--- config.mk ---
export PLATFORM = sky130hd
export DESIGN_NAME = spm_param_mem
export DESIGN_NICKNAME = d
export VERILOG_FILES = /design/src/rtl/spm_pkg.sv /design/src/rtl/spm_param_mem.sv /design/src/rtl/spm_align.sv /design/src/rtl/spm_led_decode.sv
export SDC_FILE = /design/constraint.sdc
export NUM_CORES = 1
export LEC_CHECK = 0
export ABC_AREA = 1
export BUFFER_PORTS_ARGS = -buffer_cell sky130_fd_sc_hd__clkbuf_2
export CORE_ASPECT_RATIO = 1.1
export CORE_MARGIN = 2
export CORE_UTILIZATION = 35
export DETAILED_ROUTE_END_ITERATION = 16
export PLACE_DENSITY = 0.61
export SLEW_MARGIN = 15
export SYNTH_ARGS = -nofsm -noshare
export SYNTH_HDL_FRONTEND = slang
export SYNTH_SLANG_ARGS = --single-unit
export TNS_END_PERCENT = 50
--- constraint.sdc ---
create_clock -name clock -period 2.9 [get_ports clock]
set_clock_uncertainty 0.15 [all_clocks]
set_input_delay 0.58 -clock clock [delete_from_list [all_inputs] [get_ports clock]]
set_output_delay 0.58 -clock clock [all_outputs]
set_load 0.005 [all_outputs]
--- src/rtl/spm_pkg.sv ---
// constants and types for the sensor parameter memory
package spm_pkg;
  localparam int NUM_ENTRIES = 32;
  localparam int ENTRY_WIDTH = 8;
  localparam int RAW_WIDTH = 17;
  localparam int RESULT_WIDTH = 16;

  // entry offsets
  localparam logic [4:0] OFS_BUS_ADDRESS = 5'h00;
  localparam logic [4:0] OFS_CHANNEL_LIST = 5'h01;
  localparam logic [4:0] OFS_LED_PROX12 = 5'h02;
  localparam logic [4:0] OFS_LED_PROX3 = 5'h03;
  localparam logic [4:0] OFS_RSVD_ZERO_04 = 5'h04;
  localparam logic [4:0] OFS_PROX_ALIGN = 5'h05;
  localparam logic [4:0] OFS_LIGHT_ALIGN = 5'h06;
  localparam logic [4:0] OFS_PROX1_INPUT = 5'h07;
  localparam logic [4:0] OFS_PROX2_INPUT = 5'h08;
  localparam logic [4:0] OFS_PROX3_INPUT = 5'h09;
  localparam logic [4:0] OFS_PROX_COUNTER = 5'h0A;
  localparam logic [4:0] OFS_PROX_GAIN = 5'h0B;
  localparam logic [4:0] OFS_PROX_MISC = 5'h0C;
  localparam logic [4:0] OFS_RSVD_0D = 5'h0D;
  localparam logic [4:0] OFS_IR_INPUT = 5'h0E;
  localparam logic [4:0] OFS_AUX_INPUT = 5'h0F;
  localparam logic [4:0] OFS_VIS_COUNTER = 5'h10;
  localparam logic [4:0] OFS_VIS_GAIN = 5'h11;
  localparam logic [4:0] OFS_VIS_MISC = 5'h12;
  localparam logic [4:0] OFS_RSVD_13 = 5'h13;
  localparam logic [4:0] OFS_RSVD_14 = 5'h14;
  localparam logic [4:0] OFS_RSVD_15 = 5'h15;
  localparam logic [4:0] OFS_LIGHT_HYST = 5'h16;
  localparam logic [4:0] OFS_PROX_HYST = 5'h17;
  localparam logic [4:0] OFS_PROX_HISTORY = 5'h18;
  localparam logic [4:0] OFS_LIGHT_HISTORY = 5'h19;
  localparam logic [4:0] OFS_CONV_OFFSET = 5'h1A;
  localparam logic [4:0] OFS_RSVD_1B = 5'h1B;
  localparam logic [4:0] OFS_EMITTER_RECOVERY = 5'h1C;
  localparam logic [4:0] OFS_IR_COUNTER = 5'h1D;
  localparam logic [4:0] OFS_IR_GAIN = 5'h1E;
  localparam logic [4:0] OFS_IR_MISC = 5'h1F;

  // channel list bit positions
  localparam int BIT_PROX1_EN = 0;
  localparam int BIT_PROX2_EN = 1;
  localparam int BIT_PROX3_EN = 2;
  localparam int BIT_VIS_EN = 4;
  localparam int BIT_IR_EN = 5;
  localparam int BIT_AUX_EN = 6;

  // alignment flag positions
  localparam int BIT_PROX1_LOW = 4;
  localparam int BIT_PROX2_LOW = 5;
  localparam int BIT_PROX3_LOW = 6;
  localparam int BIT_VIS_LOW = 4;
  localparam int BIT_IR_LOW = 5;

  // emitter select field positions
  localparam int POS_PROX1_LED = 0;
  localparam int POS_PROX2_LED = 4;
  localparam int POS_PROX3_LED = 0;

  // values after reset
  localparam logic [7:0] RST_BUS_ADDRESS = 8'h00;
  localparam logic [7:0] RST_LED_PROX12 = 8'h21;
  localparam logic [7:0] RST_RSVD_0D = 8'h02;
  localparam logic [7:0] RST_RSVD_13 = 8'h40;
  localparam logic [7:0] RST_OTHER = 8'h00;
  localparam logic [7:0] RST_READ_DATA = 8'h00;

  typedef enum logic [2:0] {
    SPM_CH_PROX1,
    SPM_CH_PROX2,
    SPM_CH_PROX3,
    SPM_CH_VIS,
    SPM_CH_IR,
    SPM_CH_AUX
  } spm_chan_e;

  function automatic logic [7:0] spm_reset_value(input logic [4:0] ofs);
    logic [7:0] value;
    value = RST_OTHER;
    if (ofs == OFS_BUS_ADDRESS)
    begin
      value = RST_BUS_ADDRESS;
    end
    else if (ofs == OFS_LED_PROX12)
    begin
      value = RST_LED_PROX12;
    end
    else if (ofs == OFS_RSVD_0D)
    begin
      value = RST_RSVD_0D;
    end
    else if (ofs == OFS_RSVD_13)
    begin
      value = RST_RSVD_13;
    end
    return value;
  endfunction
endpackage

--- src/rtl/spm_param_mem.sv ---
// indirectly addressed parameter memory of the light and proximity sensor
// Operation
// - Parameters live in internal memory reachable only by the read and write commands.
// - Entry 0 holds the 8-bit pending bus address and resets to zero.
// - The answering address changes only when the apply command arrives.
// - Channel list bit 6 enables the auxiliary channel, bit 7 is reserved.
// - Channel list bit 5 enables the infrared light channel.
// - Channel list bit 4 enables the visible light channel, bit 3 is reserved.
// - Input selections sit at 0x07, 0x08, 0x09, 0x0E and 0x0F.
// - Hysteresis, history, offset and recovery entries sit at 0x16 to 0x1C.
// - Channel list bits 2, 1 and 0 enable proximity channels 3, 2 and 1.
// - A set low-bits flag reports the low 16 of 17 bits, else the upper 16.
// - Each 3-bit emitter field drives emitters 1 to 3 by its bits, zero drives none.
`timescale 1ns/10ps
module spm_param_mem #(
  parameter int OFFSET_WIDTH = 8,
  parameter logic [7:0] START_BUS_ADDRESS = 8'h2A // arbitrary value
) (
  input wire logic clock,
  input wire logic reset_n,
  input wire logic cmd_valid,
  input wire logic cmd_write,
  input wire logic [OFFSET_WIDTH-1:0] cmd_offset,
  input wire logic [7:0] cmd_wdata,
  input wire logic bus_address_apply_command,
  input wire logic conv_valid,
  input wire spm_pkg::spm_chan_e conv_channel,
  input wire logic [16:0] conv_raw,
  input wire logic led_pulse,
  input wire logic [1:0] led_prox_sel,
  output logic [7:0] read_data,
  output logic read_valid,
  output logic [7:0] active_bus_address,
  output logic prox1_channel_enable,
  output logic prox2_channel_enable,
  output logic prox3_channel_enable,
  output logic visible_light_channel_enable,
  output logic ir_light_channel_enable,
  output logic aux_channel_enable,
  output logic [7:0] prox1_input_select,
  output logic [7:0] prox2_input_select,
  output logic [7:0] prox3_input_select,
  output logic [7:0] ir_light_input_select,
  output logic [7:0] aux_input_select,
  output logic [7:0] light_hysteresis,
  output logic [7:0] prox_hysteresis,
  output logic [7:0] prox_history_setting,
  output logic [7:0] light_history_setting,
  output logic [7:0] conversion_offset,
  output logic [7:0] emitter_recovery_time,
  output logic result_valid,
  output spm_pkg::spm_chan_e result_channel,
  output logic [15:0] result_data,
  output logic [2:0] emitter_drive
);
  if (OFFSET_WIDTH < 5)
  begin : g_check
    $error("offset port too narrow for 32 entries");
  end

  logic [spm_pkg::NUM_ENTRIES-1:0][7:0] mem;

  // offset decode; upper offset bits must be zero to hit an entry
  wire logic [4:0] entry_ofs = cmd_offset[4:0];
  wire logic in_range = (cmd_offset >> 5) == '0;
  wire logic do_write = cmd_valid && cmd_write && in_range;
  wire logic do_read = cmd_valid && !cmd_write;
  wire logic [7:0] entry_value = mem[entry_ofs];
  // out of range reads answer zero rather than alias a real entry
  wire logic [7:0] next_read_data = in_range ? (cmd_write ? cmd_wdata : entry_value) : 8'h00;

  // named views of the entries
  wire logic [7:0] chan_list = mem[spm_pkg::OFS_CHANNEL_LIST];
  wire logic [7:0] led12 = mem[spm_pkg::OFS_LED_PROX12];
  wire logic [7:0] led3 = mem[spm_pkg::OFS_LED_PROX3];
  wire logic [7:0] prox_align = mem[spm_pkg::OFS_PROX_ALIGN];
  wire logic [7:0] light_align = mem[spm_pkg::OFS_LIGHT_ALIGN];

  // the parameter store itself; reserved bits are kept as written
  always_ff @(posedge clock)
  begin
    if (!reset_n)
    begin
      for (int i = 0; i < spm_pkg::NUM_ENTRIES; i++)
      begin
        mem[i] <= spm_pkg::spm_reset_value(5'(i));
      end
    end
    else if (do_write)
    begin
      mem[entry_ofs] <= cmd_wdata;
    end
  end

  // command answer; a write echoes the value taken
  always_ff @(posedge clock)
  begin
    if (!reset_n)
    begin
      read_data <= spm_pkg::RST_READ_DATA;
      read_valid <= 1'b0;
    end
    else
    begin
      read_valid <= do_read || (cmd_valid && cmd_write);
      if (cmd_valid)
      begin
        read_data <= next_read_data;
      end
    end
  end

  // answering address only follows the stored one on the apply command
  always_ff @(posedge clock)
  begin
    if (!reset_n)
    begin
      active_bus_address <= START_BUS_ADDRESS;
    end
    else if (bus_address_apply_command)
    begin
      active_bus_address <= mem[spm_pkg::OFS_BUS_ADDRESS];
    end
  end

  // channel list decode
  assign aux_channel_enable = chan_list[spm_pkg::BIT_AUX_EN];
  assign ir_light_channel_enable = chan_list[spm_pkg::BIT_IR_EN];
  assign visible_light_channel_enable = chan_list[spm_pkg::BIT_VIS_EN];
  assign prox3_channel_enable = chan_list[spm_pkg::BIT_PROX3_EN];
  assign prox2_channel_enable = chan_list[spm_pkg::BIT_PROX2_EN];
  assign prox1_channel_enable = chan_list[spm_pkg::BIT_PROX1_EN];

  // settings handed to the analogue path
  assign prox1_input_select = mem[spm_pkg::OFS_PROX1_INPUT];
  assign prox2_input_select = mem[spm_pkg::OFS_PROX2_INPUT];
  assign prox3_input_select = mem[spm_pkg::OFS_PROX3_INPUT];
  assign ir_light_input_select = mem[spm_pkg::OFS_IR_INPUT];
  assign aux_input_select = mem[spm_pkg::OFS_AUX_INPUT];
  assign light_hysteresis = mem[spm_pkg::OFS_LIGHT_HYST];
  assign prox_hysteresis = mem[spm_pkg::OFS_PROX_HYST];
  assign prox_history_setting = mem[spm_pkg::OFS_PROX_HISTORY];
  assign light_history_setting = mem[spm_pkg::OFS_LIGHT_HISTORY];
  assign conversion_offset = mem[spm_pkg::OFS_CONV_OFFSET];
  assign emitter_recovery_time = mem[spm_pkg::OFS_EMITTER_RECOVERY];

  // per-channel enable and low-bits flag of the incoming conversion
  logic chan_enabled;
  logic chan_low;
  always_comb
  begin
    chan_enabled = 1'b0;
    chan_low = 1'b0;
    unique case (conv_channel)
      spm_pkg::SPM_CH_PROX1:
      begin
        chan_enabled = chan_list[spm_pkg::BIT_PROX1_EN];
        chan_low = prox_align[spm_pkg::BIT_PROX1_LOW];
      end
      spm_pkg::SPM_CH_PROX2:
      begin
        chan_enabled = chan_list[spm_pkg::BIT_PROX2_EN];
        chan_low = prox_align[spm_pkg::BIT_PROX2_LOW];
      end
      spm_pkg::SPM_CH_PROX3:
      begin
        chan_enabled = chan_list[spm_pkg::BIT_PROX3_EN];
        chan_low = prox_align[spm_pkg::BIT_PROX3_LOW];
      end
      spm_pkg::SPM_CH_VIS:
      begin
        chan_enabled = chan_list[spm_pkg::BIT_VIS_EN];
        chan_low = light_align[spm_pkg::BIT_VIS_LOW];
      end
      spm_pkg::SPM_CH_IR:
      begin
        chan_enabled = chan_list[spm_pkg::BIT_IR_EN];
        chan_low = light_align[spm_pkg::BIT_IR_LOW];
      end
      spm_pkg::SPM_CH_AUX:
      begin
        // auxiliary has no flag, so it always reports the upper bits
        chan_enabled = chan_list[spm_pkg::BIT_AUX_EN];
      end
      default:
      begin
        chan_enabled = 1'b0;
      end
    endcase
  end

  logic [15:0] aligned;
  spm_align #(
    .RAW_W(spm_pkg::RAW_WIDTH)
  ) u_align (
    .low_bits(chan_low),
    .raw(conv_raw),
    .result(aligned)
  );

  always_ff @(posedge clock)
  begin
    if (!reset_n)
    begin
      result_valid <= 1'b0;
      result_channel <= spm_pkg::SPM_CH_PROX1;
      result_data <= '0;
    end
    else
    begin
      // conversions on disabled channels are dropped
      result_valid <= conv_valid && chan_enabled;
      if (conv_valid && chan_enabled)
      begin
        result_channel <= conv_channel;
        result_data <= aligned;
      end
    end
  end

  // emitter selection for the proximity measurement in progress
  logic [2:0] drive_p1;
  logic [2:0] drive_p2;
  logic [2:0] drive_p3;
  wire logic pulse_p1 = led_pulse && led_prox_sel == 2'h1;
  wire logic pulse_p2 = led_pulse && led_prox_sel == 2'h2;
  wire logic pulse_p3 = led_pulse && led_prox_sel == 2'h3;
  spm_led_decode #(.LEDS(3)) u_led1 (
    .active(pulse_p1),
    .field(led12[spm_pkg::POS_PROX1_LED +: 3]),
    .drive(drive_p1)
  );
  spm_led_decode #(.LEDS(3)) u_led2 (
    .active(pulse_p2),
    .field(led12[spm_pkg::POS_PROX2_LED +: 3]),
    .drive(drive_p2)
  );
  spm_led_decode #(.LEDS(3)) u_led3 (
    .active(pulse_p3),
    .field(led3[spm_pkg::POS_PROX3_LED +: 3]),
    .drive(drive_p3)
  );

  always_ff @(posedge clock)
  begin
    if (!reset_n)
    begin
      emitter_drive <= 3'h0;
    end
    else
    begin
      emitter_drive <= drive_p1 | drive_p2 | drive_p3;
    end
  end
endmodule

--- src/rtl/spm_align.sv ---
// picks the reported 16 bits out of a 17-bit conversion
`timescale 1ns/10ps
module spm_align #(
  parameter int RAW_W = 17
) (
  input wire logic low_bits,
  input wire logic [RAW_W-1:0] raw,
  output logic [RAW_W-2:0] result
);
  if (RAW_W < 2)
  begin : g_check
    $error("spm_align needs at least two raw bits");
  end

  // low flag keeps the fine bits and lets the top bit wrap away
  assign result = low_bits ? raw[RAW_W-2:0] : raw[RAW_W-1:1];
endmodule

--- src/rtl/spm_led_decode.sv ---
// turns one emitter select field into per-emitter drive enables
`timescale 1ns/10ps
module spm_led_decode #(
  parameter int LEDS = 3
) (
  input wire logic active,
  input wire logic [LEDS-1:0] field,
  output logic [LEDS-1:0] drive
);
  if (LEDS < 1)
  begin : g_check
    $error("spm_led_decode needs at least one emitter");
  end

  // each set bit drives its emitter, any mix allowed, zero drives none
  assign drive = active ? field : '0;
endmodule

Word level (Yosys, flattened, before mapping)
Index checks and enable logic that the tools add are counted.

Register bits after elaboration: 296. Input port bits: 45. Output and inout bits: 134. Word-level logic and storage cells: 76.

Order comparisons: 2. Equality and inequality tests: 8. Muxes and demuxes: 13. Bitwise logic cells: 2. Reductions and logical operators: 12.

Operators by type and width (count): $bwmux W256 (1); $bmux W8 S5 (1); $demux W8 S5 (1); $mux W8 (4); $mux W16 (1); $mux W3 (3); $logic_and A1 B1 Y1 (8); $logic_not A8 Y1 (1); $eq A3 B2 Y1 const B (2); $eq A3 B3 Y1 const B (2); $lt A5 B6 Y1 const B (1); $or A3 B3 Y3 (2); $pmux W1 S6 (1); $ge A5 B1 Y1 const B (1); $pmux W1 S5 (1); $eq A2 B2 Y1 const B (2); $eq A3 B1 Y1 const B (1); $logic_not A3 Y1 (1); $eq A2 B1 Y1 const B (1); $logic_not A1 Y1 (1); $logic_or A1 B1 Y1 (1).

Longest topological paths before layout
Gate-level depths: netlist of run 1.

Word-level depth: 5. Gate-level depth with buffers: 14. Depth with buffers taken out: 11.

Modules after synthesis
Synthesis of run 1 repeated with hierarchy kept, for this count alone.

Cell total of the unflattened synthesis: 2178. Area, all modules: 14410.1 sq um.

By module, submodules not included: spm_param_mem (times used 1, cells each 2108, area an instance 14058.5 sq um, sequential area each 5925.7 sq um); spm_align (times used 1, cells each 52, area an instance 284.0 sq um, sequential area each 0.0 sq um); spm_led_decode (times used 3, cells each 6, area an instance 22.5 sq um, sequential area each 0.0 sq um).

Worst setup path after synthesis of run 1
No wires, ideal clock.

Path type: input to register. Start: input cmd_offset[3]. End: register mem[85] (netlist bit). Setup time: 0.119 ns. Data arrival time: 1.715 ns. Required time: 2.631 ns. Setup slack: 0.916 ns. Stages: 9. Path buffers: 2. Cell sequence: buf_4 -> inv_4 -> nor3_4 -> nand2_4 -> inv_2 -> nand2_2 -> buf_2 -> o21ai_0 -> a21oi_1.

Longest elaborated chain between the ends: 5. Elaborated cells between the ends (all ways): 6. Those cells by class: order compare: 2; mux: 3; reduce/logical: 1.

Ends and longest elaborated chain: start: declaration (line spm_param_mem.sv:23) `input wire logic [OFFSET_WIDTH-1:0] cmd_offset,`; $lt A5 B6 Y1 (not written as such) / $ge A5 B1 Y1 (equally long branches) (line spm_param_mem.sv:91) `mem[entry_ofs] <= cmd_wdata;`; $logic_and A1 B1 Y1 (not written as such) (line spm_param_mem.sv:91); $mux W8 (not written as such) (line spm_param_mem.sv:91); $demux W8 S5 * (line spm_param_mem.sv:91); $bwmux W256 * (line spm_param_mem.sv:91); end signal: indexed assignment (line spm_param_mem.sv:86) `mem[i] <= spm_pkg::spm_reset_value(5'(i));`; end signal: indexed assignment (line spm_param_mem.sv:91); end: declaration (line spm_param_mem.sv:61) `logic [spm_pkg::NUM_ENTRIES-1:0][7:0] mem;`.

Every way passes the cells marked *; elsewhere a longest branch is shown, timed or not. A chain may end at the register's enable or synchronous reset.

Worst setup path in the final report of run 1
Start: input cmd_offset[6]. End: register mem (netlist bit led3[4]).

Longest elaborated chain between the ends: 2.

Ends and longest elaborated chain: $logic_not A8 Y1 (line spm_param_mem.sv:65) `wire logic in_range = (cmd_offset >> 5) == '0;`; $logic_and A1 B1 Y1 (line spm_param_mem.sv:66) `wire logic do_write = cmd_valid && cmd_write && in_range;`.

Every way passes these cells.

==> results by group, run 1 <==
Status
  • Run status: finished clean

Synth
  • #FFs+latches synth: 296
  • Mapped cell area: 14620 µm²
  • Top-area cell type share of the netlist area: 40.52%
  • Post-synthesis sequential area ratio: 40.52%
  • YS warnings: 0
  • Dominant cells by area after synthesis: dfxtp_1 41%, nand2_1 17%, o21ai_0 9.5%
  • Post-Syn Instances: 2187
  • Syn_nets: 2232
  • Fraction of registers with async set/reset: 0%
  • Distinct cells, synth: 31
  • Post-synth EDFFs: 0
  • Syn Area/Cell: 6.686 µm²
  • Top FF cell, synth: dfxtp_1
  • Most frequent cell after synthesis: nand2_1
  • Cell taking the most area after synthesis: dfxtp_1
  • Commonest cells in the netlist: 666 x nand2_1, 296 x dfxtp_1, 277 x o21ai_0, 273 x a21oi_1, 236 x inv_1

Cells and area
  • Largest register FFs: 128
  • ANT cells: 0
  • Syn-to-layout area delta: 11.55%
  • Final nets: 2251
  • Top reg by flops: mem
  • Top flop regs: mem x128, result_data x16
  • Share of cells above drive strength 1: 14.54%

Min path
  • Hold Path Depth: 3
  • Hold Startpoint: cmd_valid
  • Worst hold path class: in -> reg
  • WHS Endpoint: read_valid

Die
  • Initial Utilization: 35.42%
  • Total core area: 41280 µm²
  • Rows: 78
  • IO Pins: 179
  • Die X: 198.9 µm
  • Die area: 43430 µm²
  • Die H: 218.4 µm

Global route
  • GR peak layer: met2
  • Vias in the first global route: 12.32k
  • Grt met1 use: 27.10%
  • Total grt overflow: 0
  • Global Route Usage Sum: 20.74%
  • Largest net degree at the start of global routing: 85
  • First-pass GRT wire length: 69810 µm
  • GRT met3 Usage: 3.503%
  • Grt met2 use: 34.25%
  • Initial antenna violation count: 1

Critical path
  • Data arrival time of the critical path: 2.30 ns
  • R2R Path Start: light_align[5]
  • Worst r2r path cells: 8
  • Reg2reg setup slack: 0.91 ns
  • Required time of the critical path: 3.18 ns
  • Critical Path Source Type: input pin
  • Worst Setup End Kind: flop
  • CP max FO: 16
  • Worst R2R End: result_data[0]
  • Worst Path Class, Setup: in -> reg

Drt
  • Via count: 13.56k
  • Detail Route Antenna Nets: 0
  • Final wirelength: 45750 µm
  • Vias per cell: 4.863
  • Initial drt markers: 978
  • WL/cell: 16.40 µm
  • DRC: 0
  • DRT Pass-1 Iters: 5

STA
  • RSZ-0062 raised after global routing: false
  • Total Neg Setup Slack: 0 ns
  • Slew @ Worst Pin: 0.6542 ns
  • Hold Fails Final Rpt: 0
  • Min Tclk post-route: 2.017 ns
  • # setup viols final: 0
  • Hold Slack: 0.1728 ns
  • Slew Limit Fails: 0
  • Max Clock Freq: 0.4959 GHz
  • Period utilisation layout: 69.54%
  • Slew headroom: 56.34%

Place
  • Gpl congestion: 0.8560
  • Detail Placement HPWL: 30870 µm
  • I/O Buffers: 178

Flow run
  • Max-cap violations: 0

Clock tree
  • CTS tree: yes
  • Worst-path clk slew: 0.06 ns
  • Total CTS buffers: 35
  • Hold-fix buffers, CTS: 0
  • CTS max path bufs: 3
  • Post-CTS Resized: 0
  • Post-CTS Setup Bufs: 0
  • H-tree depth reported by CTS: 2
  • TritonCTS sink count: 296
  • Skew-Pair Late Insertion Delay: 0.57 ns
  • Clock root buffer: clkbuf_16

Power
  • Pwr Density: 556.1 nW/µm²
  • Maximum VDD drop: 0.0003260 V
  • LEAKAGE: 0.006970 µW
-- stage by stage --
step	cell area, µm²	worst slack (ns)	std cells	util [%]	total power [µW]
6_report	16310	0.8835	2789	39.51	9070
5_1_grt	16310	0.6701	2789	39.51	9363
4_1_cts	16310	0.9181	2789	39.51	9151
3_5_place_dp	15160	0.3403	2729	36.73	4703
3_3_place_gp	15160	0.4277	2729	36.73	4698
2_1_floorplan	14620	0.9155	2187	-	4492
-- worst max-delay path by stage --
stage | from | endpoint | slack (ns) | cells after the start
4_1_cts | light_align[5] | result_data[0] | 0.92 | 8
3_5_place_dp | cmd_offset[6] | led3[4] | 0.34 | 7
6_report | cmd_offset[6] | led3[4] | 0.88 | 7
5_1_grt | cmd_offset[6] | led3[7] | 0.67 | 7
2_1_floorplan | cmd_offset[3] | mem[85] | 0.92 | 9
3_3_place_gp | cmd_offset[6] | chan_list[4] | 0.43 | 7
-- layout make-up --
cell class / instances / area [µm²]
Clock buffer: 45 / 953.4
Clock inverter: 15 / 195.2
Fill cell: 4308 / 24970
Inverter: 253 / 964.7
Multi-Input combinational cell: 1414 / 6400
Sequential cell: 296 / 5926
Tap cell: 560 / 700.7
Timing Repair Buffer: 206 / 1172
-- critical path, stage by stage --
cell	delay (ns)
clkbuf_2	0.08
nor2_1	0.38
nand3_4	0.22
nor4_2	0.32
nand2_1	0.36
o21ai_0	0.29
a21oi_1	0.06
-- power breakdown --
group	switching [µW]	internal, µW
Clock	1830	2620
Combinational	405	126
Sequential	8.00	4080
-- kinds of logic after synthesis --
group	Yosys count	synth area share, %
simple gates	831	23.61
compound gates	583	20.16
buf+inv	477	15.71
flops	296	40.52
-- cells in the final DEF (no fill, tap or decap), drive strengths merged, types with 11 or more instances in the layout --
cell / n
nand3: 51
nand2: 690
inv: 254
a21oi: 273
clkbuf: 221
clkinv: 11
nor2: 75
dfxtp: 296
o21ai: 298
buf: 30
-- per-layer routing --
metal / share of wire, % / wire (µm) / up-vias
met5: 0.12 / 56 / -
met4: 2.9 / 1327 / 4
met3: 6.4 / 2927 / 85
met2: 47 / 21340 / 425
met1: 44 / 20100 / 6184
li1: - / - / 6864
Note: power is estimated with default switching activity, not from simulation.
==> run 2, diff against run 1 <==
- PLACE_DENSITY: 0.61 -> 0.63
- clock period: 2.9 -> 1.8 ns (I/O delays scaled with it)
==> run 2 against run 1 <==
  * Global-route usage rose by 0.76 points
  * Power increased by 57%
  * Wire length increased by 3.2%
  * Combinational power up 92%
  * Worst setup slack got worse by 0.76 ns
  * Final cell count rose by 4.0%
  * Non-clock buffer count grew 116
  * Clock-buffer cell count rose by 4
  * Worst hold slack worse by 0.16 ns
  * Final area grew 6.5%
  * Critical endpoint is now prox1_channel_enable
==> results by group, run 2 (same netlist as run 1, synthesis figures left out) <==
Status
  • Run status: finished clean

Power
  • LEAKAGE: 0.007541 µW (+8.2%)
  • Clock power share: 46.7% (-2.4 points)
  • Comb pwr share: 7.2% (+1.3 points)
  • Maximum VDD drop: 0.0005462 V (+68%)
  • Switch share: 24.25% (-0.50 points)
  • Pwr Density: 822.3 nW/µm² (+48%)
  • Total power: 14280 µW (+57%)
  • Part of the power in registers: 46.1% (+1.0 points)
  • Sw power: 3464 µW (+54%)
  • Internal power: 10820 µW (+59%)

Global route
  • First-pass GRT wire length: 72890 µm (+4.4%)
  • GRT met3 Usage: 4.090% (+0.59 points)
  • Grt met2 use: 34.76% (+0.50 points)
  • Initial antenna violation count: 0 (-1)
  • GR peak layer: met2
  • Total grt overflow: 0 (unchanged)
  • Largest net degree at the start of global routing: 80 (-5.9%)
  • Global Route Usage Sum: 21.51% (+0.76 points)
  • Grt met1 use: 27.89% (+0.80 points)
  • Vias in the first global route: 13.17k (+6.9%)

Clock tree
  • Clock root buffer: clkbuf_16
  • Worst-path clk slew: 0.06 ns (about the same)
  • CTS max path bufs: 3 (unchanged)
  • TritonCTS sink count: 296 (unchanged)
  • Skew-Pair Late Insertion Delay: 0.53 ns (-0.04 ns)
  • Total CTS buffers: 34 (-2.9%)
  • H-tree depth reported by CTS: 2 (unchanged)
  • Post-CTS Setup Bufs: 0 (unchanged)
  • CTS tree: yes

STA
  • Slew Limit Fails: 0 (unchanged)
  • Hold Fails Final Rpt: 0 (unchanged)
  • Hold Slack: 0.01156 ns (-0.1612 ns)
  • Min Tclk post-route: 1.675 ns
  • Max Clock Freq: 0.5970 GHz
  • RSZ-0062 raised after global routing: false
  • Slew headroom: 63.66% (+7.3 points)
  • # setup viols final: 0 (unchanged)
  • Period utilisation layout: 93.05%
  • Slew @ Worst Pin: 0.5450 ns (-0.1092 ns)

Drt
  • DRC: 0 (unchanged)
  • Initial drt markers: 1094 (+12%)
  • DRT Pass-1 Iters: 5 (unchanged)
  • Vias per cell: 4.848 (-0.30%)
  • Final wirelength: 47240 µm (+3.2%)
  • Detail Route Antenna Nets: 0 (unchanged)
  • Via count: 14.06k (+3.7%)
  • WL/cell: 16.28 µm (-0.74%)

Die
  • Die H: 218.4 µm (unchanged)
  • Initial Utilization: 35.42% (unchanged)
  • Total core area: 41280 µm² (unchanged)
  • Die area: 43430 µm² (unchanged)
  • IO Pins: 179 (unchanged)
  • Rows: 78 (unchanged)
  • Die X: 198.9 µm (unchanged)

Critical path
  • CP peak stage delay: 0.47 ns (+0.09 ns)
  • Crit. path cell count: 1 (-6)
  • CP max FO: 4 (-12)
  • Delay-heaviest family, CP: flip-flops
  • Slowest CP cell: dfxtp_1
  • Worst R2R End: result_data[3]
  • Required time of the critical path: 1.29 ns (-1.89 ns)
  • R2R Path Start: chan_list[0]
  • Crit path to: prox1_channel_enable
  • Crit path buf inv count: 1 (unchanged)
  • CP cell instances: clkbuf_2
  • Critical Path Source Type: flop
  • Reg2reg setup slack: 0.20 ns (-0.71 ns)
  • Worst Setup SP: chan_list[0]
  • Worst r2r path cells: 7 (-1)
  • Worst Setup End Kind: output pin
  • Data arrival time of the critical path: 1.16 ns (-1.14 ns)
  • Worst Path Class, Setup: reg -> out

Cells and area
  • Share of cells above drive strength 1: 18.37% (+3.8 points)
  • Top flop regs: mem x128, result_data x16
  • Multi-input logic area: 6400 µm² (unchanged)
  • Most frequent cells in the layout: 666 x nand2_1, 296 x dfxtp_1, 274 x o21ai_0
  • Final nets: 2366 (+5.1%)
  • Syn-to-layout area delta: 18.80%
  • Commonest non-fill, non-tap cell in the layout: nand2_1
  • Sequential Area: 5926 µm² (unchanged)
  • Top reg by flops: mem
  • Fill cell count: 4301 (-0.16%)
  • ANT cells: 0 (unchanged)
  • Largest register FFs: 128 (unchanged)

Place
  • Gpl congestion: 0.8732 (+2.0%)
  • Detail Placement HPWL: 33780 µm (+9.4%)
  • I/O Buffers: 178 (unchanged)

Min path
  • Worst hold path class: in -> reg

Flow run
  • Max-cap violations: 0 (unchanged)
[run 2: metal layers]
metal / routed length [µm] / vias to the layer above
met1: 20790 / 6439
met5: 0 / -
met3: 2884 / 102
li1: - / 7096
met4: 1970 / 0
met2: 21590 / 427
[run 2: power groups by stage]
stage               Clock, µW  Sequential [µW]  Combinational, µW
finish                   6670             6590               1020
global route             7070             6590               1110
CTS                      6810             6590               1010
detailed placement          0             6730               1000
global placement            0             6730                998
floorplan                   0             6730                508
[run 2: area by class of cell]
cell class | count | area share, %
Clock buffer | 49 | 5.632
Tap cell | 560 | 4.033
Clock inverter | 7 | 0.3817
Multi-Input combinational cell | 1414 | 36.84
Sequential cell | 296 | 34.11
Inverter | 253 | 5.553
Timing Repair Buffer | 322 | 13.45
[run 2: through the flow]
step           worst slack [ns]  area, µm²  TNS (ns)  utilization (%)  cells
6_report                 0.1250      17370         0            42.08   2901
5_1_grt                 0.02587      17370         0            42.08   2901
4_1_cts                  0.1269      17370         0            42.08   2901
3_3_place_gp            -0.3220      16310    -58.40            39.50   2843
3_5_place_dp            -0.3269      16310    -61.26            39.50   2843
2_1_floorplan           0.03552      14620         0                -   2187
[run 2: repair_timing]
item | in CTS | in global routing
resized for setup | 0 | 3
endpoints found under the setup margin | 0 | 3
hold endpoints to repair | 4 | 0
hold buffers | 2 | 0
[run 2: worst min-delay path by stage]
stage	end	cells past startpoint	slack, ns	startpoint
after global routing	result_channel[1]	3	0.04	conv_channel[1]
final	active_bus_address[2]	2	0.01	bus_address_apply_command
after floorplan	led12[3]	2	0.27	led12[3]
after CTS	result_data[0]	5	0.003	conv_raw[0]
after global placement	light_align[2]	2	0.28	light_align[2]
after detailed placement	mem[138]	2	0.28	mem[138]
==> run 3, diff against run 2 <==
- ABC_AREA: 1 -> 0
- CAP_MARGIN: unset -> 40
- RECOVER_POWER: unset -> 50
==> run 3 against run 2 <==
  * The flow now finishes with violations (negative setup slack)
  * Sequential share of layout area shrank 1.4 points
  * Sequential power about the same
  * Via count down 6.9%
  * Wire length rose by 2.3%
  * Synthesized area decreased by 1.3%
  * Combinational power increased by 9.8%
  * Critical endpoint is now read_data[1]
  * Largest power group unchanged
==> results by group, run 3 <==
Status
  • Run status: finished, violations left
  • Failing checks: negative setup slack

Cells and area
  • Final core occ: 44.18% (+2.1 points)
  • Commonest non-fill, non-tap cell in the layout: nand2_1
  • Share of cells above drive strength 1: 27.63% (+9.3 points)
  • Syn-to-layout area delta: 25.49%
  • Final nets: 1915 (-19%)
  • Most frequent cells in the layout: 404 x nand2_1, 291 x dfxtp_1, 199 x a21boi_0
  • Fill cell count: 3955 (-8.0%)
  • Top reg by flops: mem
  • Design Area, Final: 18110 µm² (+4.2%)
  • Fin cells: 2414 (-17%)
  • Largest register FFs: 128 (unchanged)
  • Top flop regs: mem x128, result_data x16

Power
  • LEAKAGE: 0.006729 µW (-11%)
  • Switch share: 23.60% (-0.66 points)
  • Sw power: 3467 µW (about the same)
  • Comb pwr share: 7.6% (+0.4 points)
  • Pwr Density: 811.4 nW/µm² (-1.3%)
  • Internal power: 11230 µW (+3.8%)
  • Clock power share: 47.5% (+0.8 points)
  • Part of the power in registers: 44.9% (-1.2 points)
  • Maximum VDD drop: 0.0005032 V (-7.9%)

Min path
  • Hold Path Depth: 3 (+1)
  • Worst hold path class: in -> reg

Drt
  • Vias per cell: 5.425 (+12%)
  • Final wirelength: 48310 µm (+2.3%)
  • DRT Pass-1 Iters: 5 (unchanged)
  • Via count: 13.10k (-6.9%)
  • WL/cell: 20.01 µm (+23%)
  • Initial drt markers: 1039 (-5.0%)
  • DRC: 0 (unchanged)
  • Detail Route Antenna Nets: 0 (unchanged)

Synth
  • Commonest cells in the netlist: 411 x nand2_1, 296 x dfxtp_1, 216 x a21boi_0, 138 x o21ai_0, 102 x clkbuf_1
  • Syn_nets: 1682 (-25%)
  • Distinct cells, synth: 50 (+61%)
  • Post-Syn Instances: 1637 (-25%)
  • Cell taking the most area after synthesis: dfxtp_1
  • Syn Area/Cell: 8.815 µm² (+32%)
  • Top FF cell, synth: dfxtp_1
  • YS warnings: 0 (unchanged)
  • Top-area cell type share of the netlist area: 41.06% (+0.54 points)
  • Most frequent cell after synthesis: nand2_1
  • Fraction of registers with async set/reset: 0% (unchanged)
  • Dominant cells by area after synthesis: dfxtp_1 41%, a21boi_0 11%, nand2_1 11%
  • Mapped cell area: 14430 µm² (-1.3%)
  • #FFs+latches synth: 296 (unchanged)
  • Post-synthesis sequential area ratio: 41.06% (+0.54 points)
  • Post-synth EDFFs: 0 (unchanged)

Critical path
  • Worst Setup End Kind: flop
  • Critical Path Source Type: flop
  • Slowest CP cell: mux4_2
  • Data arrival time of the critical path: 2.07 ns (+0.91 ns)
  • Delay-heaviest family, CP: compound AO/OA/AOI/OAI gates
  • CP peak stage delay: 0.49 ns (+0.02 ns)
  • CP max FO: 2 (-2)
  • Worst Path Class, Setup: reg -> reg
  • Crit path buf inv count: 0 (-1)
  • Worst r2r path cells: 5 (-2)
  • Crit-path most repeated cell: nor2_1
  • Crit. path cell count: 5 (+4)
  • Required time of the critical path: 2.04 ns (+0.75 ns)
  • CP cell instances: mux4_2 -> a22oi_2 -> nor2_1 -> a2111oi_2 -> nor2_1

STA
  • Slew headroom: 66.13% (+2.5 points)
  • Period utilisation layout: 101.5% (+8.5 points)
  • Final WS setup: -0.02771 ns (-0.1527 ns)
  • Slew Limit Fails: 0 (unchanged)
  • Total Neg Setup Slack: -0.05754 ns (-0.05754 ns)
  • Hold Fails Final Rpt: 0 (unchanged)
  • Max Clock Freq: 0.5471 GHz (-8.4%)
  • Min Tclk post-route: 1.828 ns (+0.1527 ns)
  • RSZ-0062 raised after global routing: true
  • # setup viols final: 3 (+3)
  • Hold Slack: 0.01111 ns (-0.0004520 ns)
  • Slew @ Worst Pin: 0.5081 ns (-0.03694 ns)

Clock tree
  • TritonCTS sink count: 296 (unchanged)
  • CTS tree: yes
  • H-tree depth reported by CTS: 2 (unchanged)
  • Skew-Pair Late Insertion Delay: 0.51 ns (-0.02 ns)
  • CTS max path bufs: 3 (unchanged)
  • Total CTS buffers: 35 (+2.9%)
  • Clock root buffer: clkbuf_16
  • Worst-path clk slew: 0.06 ns (about the same)

Place
  • Gpl congestion: 0.9124 (+4.5%)
  • DP Area: 16650 µm² (+2.1%)
  • I/O Buffers: 178 (unchanged)
  • Placed cell count: 2334 (-18%)
  • Detail Placement HPWL: 35220 µm (+4.3%)

Die
  • Initial Utilization: 35.20% (-0.22 points)
  • Rows: 78 (unchanged)
  • Total core area: 40990 µm² (-0.71%)
  • Die H: 217.0 µm (-0.65%)
  • IO Pins: 179 (unchanged)
  • Die area: 42870 µm² (-1.3%)
  • Die X: 197.6 µm (-0.65%)

Global route
  • Total grt overflow: 0 (unchanged)
  • Global Route Usage Sum: 21.94% (+0.44 points)
  • First-pass GRT wire length: 73500 µm (+0.83%)
  • Vias in the first global route: 12.76k (-3.1%)
  • Initial antenna violation count: 3 (+3)
  • Largest net degree at the start of global routing: 58 (-28%)

Flow run
  • Max-cap violations: 0 (unchanged)
run 3: final cells by class:
class / count / area, µm² / share of cell area (%)
Tap cell: 520 / 650.6 / 3.593
Multi-Input combinational cell: 1122 / 7508 / 41.46
Clock buffer: 53 / 1016 / 5.610
Inverter: 6 / 22.52 / 0.1244
Antenna cell: 1 / 2.502 / 0.01382
Clock inverter: 7 / 92.59 / 0.5113
Timing Repair Buffer: 409 / 2884 / 15.93
Sequential cell: 296 / 5932 / 32.76
run 3: worst reg2reg max path, delay by kind of cell (launching register included):
family,cells,cell delay [ns]
flops,1,0.33
mux,1,0.49
compound gates,2,0.58
simple gates,2,0.16
run 3: cell families after synthesis:
kind of cell	count (synthesis)	synth area share (%)
multiplexers	122	13.36
AND/OR/NAND/NOR	553	16.61
AO/OA/AOI/OAI	446	20.55
flip-flops	296	41.06
buffers and inverters	220	8.411
run 3: final timing paths:
check	startpoint	to	slack, ns
max	aux_input_select[1]	read_data[1]	-0.03
min	conv_raw[14]	result_data[13]	0.01
max reg2reg	aux_input_select[1]	read_data[1]	-0.03
min reg2reg	mem[166]	mem[166]	0.30
run 3: what timing repair did:
item,CTS,global route
hold buffers,8,0
endpoints found under the setup margin,18,180
buffers inserted,1,6
pin swaps,1,22
cloned,0,4
resized for setup,8,84
hold endpoints to repair,9,0
run 3: power groups by stage:
stage | sequential, µW | clock, µW | combinational (µW)
global placement | 6740 | 0 | 1040
finish | 6600 | 6980 | 1120
floorplan | 6740 | 0 | 581
global route | 6590 | 7350 | 1180
CTS | 6600 | 7090 | 1080
detailed placement | 6740 | 0 | 1060
run 3: routing by layer:
layer  vias to the layer above  track usage (%)  wire (µm)
met5                         -                0         17
met4                         4            6.767       1302
met3                       108            3.642       3507
met2                       563            37.51      23660
met1                      6364            28.28      19820
li1                       6056                -          -
run 3: metrics by stage:
step	total power, µW	worst slack, ns
5_1_grt	15130	-0.1078
4_1_cts	14760	-0.008333
3_3_place_gp	7782	-0.6442
2_1_floorplan	7318	-0.3185
3_5_place_dp	7796	-0.6286
6_report	14690	-0.02771
